**src/pimg_consts.svh**
```systemverilog
// constants shared by both ends of the process-image register channel
`ifndef PIMG_CONSTS_SVH
`define PIMG_CONSTS_SVH

// ----------------------------------------------------------------------
// control and status byte layout
// ----------------------------------------------------------------------
`define CB_REG_MODE_BIT 7
`define CB_WRITE_BIT 6
`define CB_REGNUM_MSB 5
`define CB_REGNUM_LSB 0

// ----------------------------------------------------------------------
// terminal register numbers
// ----------------------------------------------------------------------
`define REG_FW_REVISION 6'h09
`define REG_UNLOCK_CODE 6'h1F
`define REG_OP_FEATURES 6'h20

// ----------------------------------------------------------------------
// values and reset values
// ----------------------------------------------------------------------
`define UNLOCK_VALUE 16'h1235
`define UNLOCK_CODE_RST 16'h0000
`define OP_FEATURES_RST 16'h0000
// arbitrary neutral revision text "0X"
`define FW_REVISION_DEFAULT 16'h3058
`define BYTE_ZERO 8'h00
`define WORD_ZERO 16'h0000

// ----------------------------------------------------------------------
// controller APB register map
// ----------------------------------------------------------------------
`define HOST_OFS_CMD 8'h00
`define HOST_OFS_STATUS 8'h04
`define HOST_OFS_RDATA 8'h08
`define HOST_OFS_PDOUT 8'h0C
`define HOST_OFS_PDIN 8'h10
`define CMD_DATA_LSB 16
`define ST_BUSY_BIT 0
`define ST_DONE_BIT 1
`define ST_DIR_BIT 2
`define PDIN_STAT_LSB 16

`endif

```
**src/pimg_pkg.sv**
```systemverilog
// types shared by both ends of the process-image register channel
package pimg_pkg;
  typedef logic [7:0] byte_t;
  typedef logic [15:0] word_t;
  typedef logic [5:0] regnum_t;
  typedef logic [31:0] apb_data_t;
  typedef enum logic [2:0] {
    HOST_IDLE = 3'b001,
    HOST_WAIT = 3'b010,
    HOST_RELEASE = 3'b100
  } host_state_e;
endpackage : pimg_pkg

```
**src/pimg_if.sv**
```systemverilog
// process-image exchange between controller and terminal
`timescale 1ns/1ps
interface pimg_if;
  import pimg_pkg::*;
  byte_t ctrlByte;
  word_t outputDataWord;
  byte_t statusByte;
  word_t inputDataWord;

  modport terminal (
    input ctrlByte,
    input outputDataWord,
    output statusByte,
    output inputDataWord
  );

  modport controller (
    output ctrlByte,
    output outputDataWord,
    input statusByte,
    input inputDataWord
  );
endinterface : pimg_if

```
**src/process_image_controller.sv**
```systemverilog
// controller end of the process-image register channel, APB slave
//
// The implementer's own choice: register access over APB.
`timescale 1ns/1ps
`include "pimg_consts.svh"

module process_image_controller #(
  parameter int ADDR_W = 8
) (
  input wire logic clk,
  input wire logic reset_n,
  input wire logic psel,
  input wire logic penable,
  input wire logic pwrite,
  input wire logic [ADDR_W-1:0] paddr,
  input wire pimg_pkg::apb_data_t pwdata,
  output pimg_pkg::apb_data_t prdata,
  output logic pready,
  output logic pslverr,
  pimg_if.controller pi
);
  import pimg_pkg::*;

  // ----------------------------------------------------------------------
  // elaboration checks
  // ----------------------------------------------------------------------
  generate
    if (ADDR_W < 5 || ADDR_W > 8) begin : g_bad_addr
      $error("ADDR_W must be 5 to 8");
    end
  endgenerate

  // ----------------------------------------------------------------------
  // state
  // ----------------------------------------------------------------------
  host_state_e state_q;
  byte_t ctrl_q;
  word_t outWord_q;
  word_t rdData_q;
  word_t pdOut_q;
  byte_t pdStat_q;
  word_t pdIn_q;
  logic done_q;
  apb_data_t prdata_q;
  logic pready_q;
  logic pslverr_q;

  // ----------------------------------------------------------------------
  // APB decode
  // ----------------------------------------------------------------------
  wire [7:0] addr = 8'(paddr);
  wire access = psel & penable;
  wire answer = access & ~pready_q;
  wire commit = access & pready_q;
  wire selCmd = (addr == `HOST_OFS_CMD);
  wire selStat = (addr == `HOST_OFS_STATUS);
  wire selRd = (addr == `HOST_OFS_RDATA);
  wire selPdOut = (addr == `HOST_OFS_PDOUT);
  wire selPdIn = (addr == `HOST_OFS_PDIN);
  wire mapped = selCmd | selStat | selRd | selPdOut | selPdIn;
  wire idle = (state_q == HOST_IDLE);
  // a new command while one is open is refused with an error
  wire busyErr = pwrite & selCmd & ~idle;
  // a command refused at the answer edge stays refused even if the channel
  // has gone idle by the commit edge
  wire start = commit & pwrite & selCmd & idle & ~pslverr_q;
  wire clrDone = commit & pwrite & selStat & pwdata[`ST_DONE_BIT];

  wire apb_data_t statWord = {29'h0, ctrl_q[`CB_WRITE_BIT], done_q, ~idle};
  wire apb_data_t rdSel =
    selCmd ? {outWord_q, 8'h00, ctrl_q} :
    selStat ? statWord :
    selRd ? {16'h0000, rdData_q} :
    selPdOut ? {16'h0000, pdOut_q} :
    selPdIn ? {8'h00, pdStat_q, pdIn_q} :
    32'h0000_0000;

  // ----------------------------------------------------------------------
  // request and acknowledge
  // ----------------------------------------------------------------------
  wire byte_t expectAck = ctrl_q[`CB_WRITE_BIT] ?
    {ctrl_q[`CB_REG_MODE_BIT], 1'b0, ctrl_q[`CB_REGNUM_MSB:0]} : ctrl_q;
  wire acked = (state_q == HOST_WAIT) && (pi.statusByte == expectAck);
  wire byte_t startCtrl = {1'b1, pwdata[`CB_WRITE_BIT],
    pwdata[`CB_REGNUM_MSB:0]};

  always_ff @(posedge clk or negedge reset_n) begin
    if (!reset_n) begin
      state_q <= HOST_IDLE;
      ctrl_q <= `BYTE_ZERO;
      outWord_q <= `WORD_ZERO;
    end else begin
      case (state_q)
        HOST_IDLE: begin
          outWord_q <= pdOut_q;
          if (start) begin
            ctrl_q <= startCtrl;

            outWord_q <= pwdata[`CMD_DATA_LSB +: 16];
            state_q <= HOST_WAIT;
          end
        end
        HOST_WAIT: begin
          // request held unchanged until its acknowledge
          if (acked) begin
            ctrl_q <= {1'b0, ctrl_q[6:0]};
            state_q <= HOST_RELEASE;
          end
        end
        HOST_RELEASE: begin
          outWord_q <= pdOut_q;
          if (!pi.statusByte[`CB_REG_MODE_BIT]) begin
            state_q <= HOST_IDLE;
          end
        end
        default: begin
          state_q <= HOST_IDLE;
        end
      endcase
    end
  end

  // ----------------------------------------------------------------------
  // captured data
  // ----------------------------------------------------------------------
  // read data only after a read; write answers are never captured
  always_ff @(posedge clk or negedge reset_n) begin
    if (!reset_n) begin
      rdData_q <= `WORD_ZERO;
    end else if (acked && !ctrl_q[`CB_WRITE_BIT]) begin
      rdData_q <= pi.inputDataWord;
    end
  end

  always_ff @(posedge clk or negedge reset_n) begin
    if (!reset_n) begin
      pdStat_q <= `BYTE_ZERO;
      pdIn_q <= `WORD_ZERO;
    end else if (idle && !pi.statusByte[`CB_REG_MODE_BIT]) begin
      pdStat_q <= pi.statusByte;
      pdIn_q <= pi.inputDataWord;
    end
  end

  // ----------------------------------------------------------------------
  // software registers
  // ----------------------------------------------------------------------
  always_ff @(posedge clk or negedge reset_n) begin
    if (!reset_n) begin
      pdOut_q <= `WORD_ZERO;
      done_q <= 1'b0;
    end else begin
      if (commit && pwrite && selPdOut) begin
        pdOut_q <= pwdata[15:0];
      end
      // completion wins over a clear in the same cycle
      done_q <= acked | (done_q & ~clrDone);
    end
  end

  always_ff @(posedge clk or negedge reset_n) begin
    if (!reset_n) begin
      pready_q <= 1'b0;
      prdata_q <= 32'h0000_0000;
      pslverr_q <= 1'b0;
    end else begin
      pready_q <= answer;
      prdata_q <= (answer && !pwrite) ? rdSel : 32'h0000_0000;
      pslverr_q <= answer & (~mapped | busyErr);
    end
  end

  // ----------------------------------------------------------------------
  // outputs
  // ----------------------------------------------------------------------
  assign pi.ctrlByte = ctrl_q;
  assign pi.outputDataWord = outWord_q;
  assign prdata = prdata_q;
  assign pready = pready_q;
  assign pslverr = pslverr_q;

endmodule : process_image_controller

```
**src/flat_wrapper.sv**
```systemverilog
// flat-port wrapper written by rule: the top's interface ports become plain ports
module process_image_controller_flat import pimg_pkg::*;
#(
  parameter int ADDR_W = 8
)
  (clk, reset_n, psel, penable, pwrite, paddr, pwdata, prdata, pready, pslverr, pi_ctrlByte, pi_outputDataWord, pi_statusByte, pi_inputDataWord);
  pimg_if pi_i ();
  input wire logic clk;
  input wire logic reset_n;
  input wire logic psel;
  input wire logic penable;
  input wire logic pwrite;
  input wire logic [ADDR_W-1:0] paddr;
  input wire pimg_pkg::apb_data_t pwdata;
  output pimg_pkg::apb_data_t prdata;
  output logic pready;
  output logic pslverr;
  output wire logic [$bits(pi_i.ctrlByte)-1:0] pi_ctrlByte;
  output wire logic [$bits(pi_i.outputDataWord)-1:0] pi_outputDataWord;
  input wire logic [$bits(pi_i.statusByte)-1:0] pi_statusByte;
  input wire logic [$bits(pi_i.inputDataWord)-1:0] pi_inputDataWord;
  assign pi_ctrlByte = pi_i.ctrlByte;
  assign pi_outputDataWord = pi_i.outputDataWord;
  assign pi_i.statusByte = pi_statusByte;
  assign pi_i.inputDataWord = pi_inputDataWord;
  process_image_controller #(.ADDR_W(ADDR_W)) u_core (.clk(clk), .reset_n(reset_n), .psel(psel), .penable(penable), .pwrite(pwrite), .paddr(paddr), .pwdata(pwdata), .prdata(prdata), .pready(pready), .pslverr(pslverr), .pi(pi_i));
endmodule
```
**config.mk**
```make
export PLATFORM = sky130hd
export DESIGN_NAME = process_image_controller_flat
export DESIGN_NICKNAME = d
export VERILOG_FILES = /design/src/pimg_pkg.sv /design/src/pimg_if.sv /design/src/process_image_controller.sv /design/src/flat_wrapper.sv
export VERILOG_INCLUDE_DIRS = /design/src
export SDC_FILE = /design/constraint.sdc
export NUM_CORES = 1
export LEC_CHECK = 0
export ABC_AREA = 1
export BUFFER_PORTS_ARGS = -buffer_cell sky130_fd_sc_hd__buf_2
export CAP_MARGIN = 5
export CORE_MARGIN = 3
export CORE_UTILIZATION = 23
export CTS_CLUSTER_SIZE = 16
export DETAILED_ROUTE_END_ITERATION = 12
export GPL_TIMING_DRIVEN = 0
export PLACE_DENSITY = 0.37
export SYNTH_ARGS = -nofsm -noshare
export SYNTH_HDL_FRONTEND = slang
export SYNTH_SLANG_ARGS = --single-unit
```
**constraint.sdc**
```tcl
create_clock -name clk -period 1.95 [get_ports clk]
set_input_delay 0.0975 -clock clk [delete_from_list [all_inputs] [get_ports clk]]
set_output_delay 0.0975 -clock clk [all_outputs]
set_load 0.02 [all_outputs]
```
==> metrics <==
crit path max fanout 10; Worst slew margin 56.9%; most common cell after layout, fill and taps aside nand2_1; Layout area overhead 40.9%; share of cells above drive strength 1 23.4%; mapped cell area 5320 sq um; I/O pin cnt 127; TritonCTS buffer count 17; max incr delay on CP 0.53 ns; Pins Over Slew Limit 0; vias in the first global route 5024; Fillers 2444; clock transition at the registers of the reported paths 0.06 ns; CTS tree built; f_max 572 MHz; Chip Height 158 microns; Yosys top cell by area dfrtp_1; die area 25000 sq um; routed vias 4931; register area share after synthesis 55.5%; GPL Wtd Cong 0.826; Worst Reg-to-Reg Cells 5; CP dominant cell by count nand2_1; Avg Vias per Cell 4.29; I/O Buffers 126; GR Util All Layers 14.8%; worst-margin pin slew 0.647 ns; most frequent cells in the layout nand2_1 (243), buf_2 (139), dfrtp_1 (117); antenna violations before repair 0; Flop pwr share 41.0%; period utilization 89.7%; total of max-cap violations 0; combinational power share 16.0%; Slowest cell on crit path dfstp_2; fin cells 1150; clk buf depth 2; CP bufs+invs 1; syn_area_per_cell 8.20 sq um; core area 22700 sq um; CP cell instances nand3_2, nor2_1, clkbuf_1, nand2_1, nand2_1; Synth Net Count 718; hold-critical path depth 3; total internal power 5090 uW; H-tree level count 4; # nets final 921; R2R Path End u_core.pdIn_q[4]; Switch Pwr 2090 uW; CP endpoint kind flip-flop; DRT Pass-1 Iters 4; end point of the worst hold path u_core.pi.outputDataWord[14]; DRC viols 0; largest net degree at the start of global routing 89; largest cells by area after synthesis dfrtp_1 (55%), nand2_1 (17%), nand4_1 (3.2%); Worst-Skew Late Latency 0.42 ns; post-synth top area share 55.0%; post-DR wirelength/cell 15.7 microns; CTS root buf clkbuf_16; CP top delay family simple AND/OR/NAND/NOR gates; final setup fails 0; dpl hpwl 13.9 mm; DP Cell Count 1061; startpoint class of the critical path flip-flop; Inserted Diodes 0; Syn. warnings 0; Layout Skew 0.00947 ns; setup repair bufs after CTS 0; Global Route met2 Usage 24.5%; outcome complete, no violations; met3 Usage GRT 3.25%; Congestion Overflow GR 0; Arrival @ worst endpoint 2.10 ns; Mapped Cells 649; Power per Cell Area 957 nW/um^2; critical path class flip-flop to flip-flop; gr busiest metal met2; worst min path class input pin to flip-flop; Pleak 0.00380 uW; 1st-iter DRT viols 206; Initial Util 23.4%; setup total negative slack 0 ns; Hold Startpoint pwdata[30]; first-pass GRT wire length 27.9 mm; #FFs+latches synth 118; antenna-violating nets left 0; worst hold margin 0.0245 ns; GR Util met1 19.3%; Period minus WS final 1.75 ns; Req. time, crit path 2.30 ns; Switching Fraction 29.2%; VDD IR max 0.000384 V; Die W 158 microns; clk sinks 118; pre-CTS setup slack 0.183 ns; synth unique cells 27; final hold violation count 0; worst reg2reg setup slack 0.20 ns; final WL 18.1 mm; worst r2r src u_core.state_q[0]; RSZ-0062 raised after global routing no; Setup WS post-layout 0.201 ns; Clock Power Share 43.1%; row count 55
cells in the mapped netlist, drive strengths merged:
| cell | instances |
|---|---|
| dfstp | 1 |
| nand4 | 27 |
| xnor2 | 3 |
| clkbuf | 8 |
| dfrtp | 117 |
| o211ai | 2 |
| or2 | 1 |
| a31oi | 7 |
| o21ai | 44 |
| clkinv | 2 |
| nor2 | 55 |
| buf | 18 |
| nand2 | 246 |
| nand3 | 36 |
| a21oi | 30 |
| mux2 | 1 |
| inv | 51 |
through the flow:
step / cell area, sq um / util (%) / total power (uW)
CTS: 7500 / 33.0 / 7290
detailed placement: 6340 / 27.9 / 4070
global route: 7500 / 33.0 / 7560
global placement: 6310 / 27.8 / 4030
finish: 7500 / 33.0 / 7180
floorplan: 5320 / - / 3540
power groups by stage:
| stage | Sequential [uW] | Combinational (uW) | Clock, uW |
|---|---|---|---|
| finish | 2940 | 1150 | 3090 |
| global placement | 2970 | 1060 | 0 |
| global route | 2980 | 1290 | 3290 |
| CTS | 2950 | 1170 | 3170 |
| detailed placement | 2990 | 1080 | 0 |
| floorplan | 3070 | 471 | 0 |
timing repair:
item | CTS | global route
endpoints found under the hold margin | 192 | 0
hold buffers | 57 | 0
setup endpoints to repair | 0 | 0
resized for setup | 0 | 0
layout make-up:
| type | count | area (sq um) | area share (%) |
|---|---|---|---|
| repair buffers | 184 | 1230 | 16.5 |
| clock buffers | 21 | 460 | 6.14 |
| multi-input cells | 452 | 2030 | 27.1 |
| flip-flops and latches | 118 | 2950 | 39.4 |
| inverters | 53 | 199 | 2.65 |
| well taps | 285 | 357 | 4.75 |
| clock inverters | 11 | 126 | 1.68 |
| plain buffers | 26 | 138 | 1.83 |
cells by family after synthesis:
logic type,count (synthesis),share of synthesized area [%]
XOR/XNOR,3,0.494
AND/OR/NAND/NOR,365,29.4
AO/OA/AOI/OAI,83,8.06
buffers and inverters,79,6.32
flip-flops,118,55.5
multiplexers,1,0.212
per-layer routing:
metal / part of all wire [%] / vias up
met4: 1.5 / 0
met1: 46 / 2316
met3: 3.5 / 18
met2: 49 / 95
met5: 0 / -
li1: - / 2502
worst max path at each step:
stage	from	endpoint	slack (ns)	cells after the start
floorplan	u_core.pi.ctrlByte[5]	u_core.rdData_q[5]	0.50	9
global placement	reset_n	u_core.pdIn_q[0]	-0.77	1
detailed placement	u_core.state_q[0]	u_core.pdStat_q[5]	0.18	5
CTS	u_core.pi.ctrlByte[4]	u_core.rdData_q[12]	0.16	9
global route	u_core.state_q[0]	u_core.pdIn_q[3]	0.04	5
finish	u_core.state_q[0]	u_core.pdIn_q[4]	0.20	5
worst min-delay path: stages:
cell and delay (ns):
buf_2 0.10, o21ai_1 0.08, o21ai_1 0.12
registers in the layout (all words and copies together), names as in the netlist:
name                      flops
u_core.prdata                32
u_core.pdIn_q                16
u_core.pdOut_q               16
u_core.pi.outputDataWord     16
u_core.rdData_q              16
u_core.pdStat_q               8
u_core.pi.ctrlByte            8
u_core.state_q                3
u_core.done_q                 1
u_core.pready                 1
u_core.pslverr                1
Note: power is estimated with default switching activity, not from simulation.
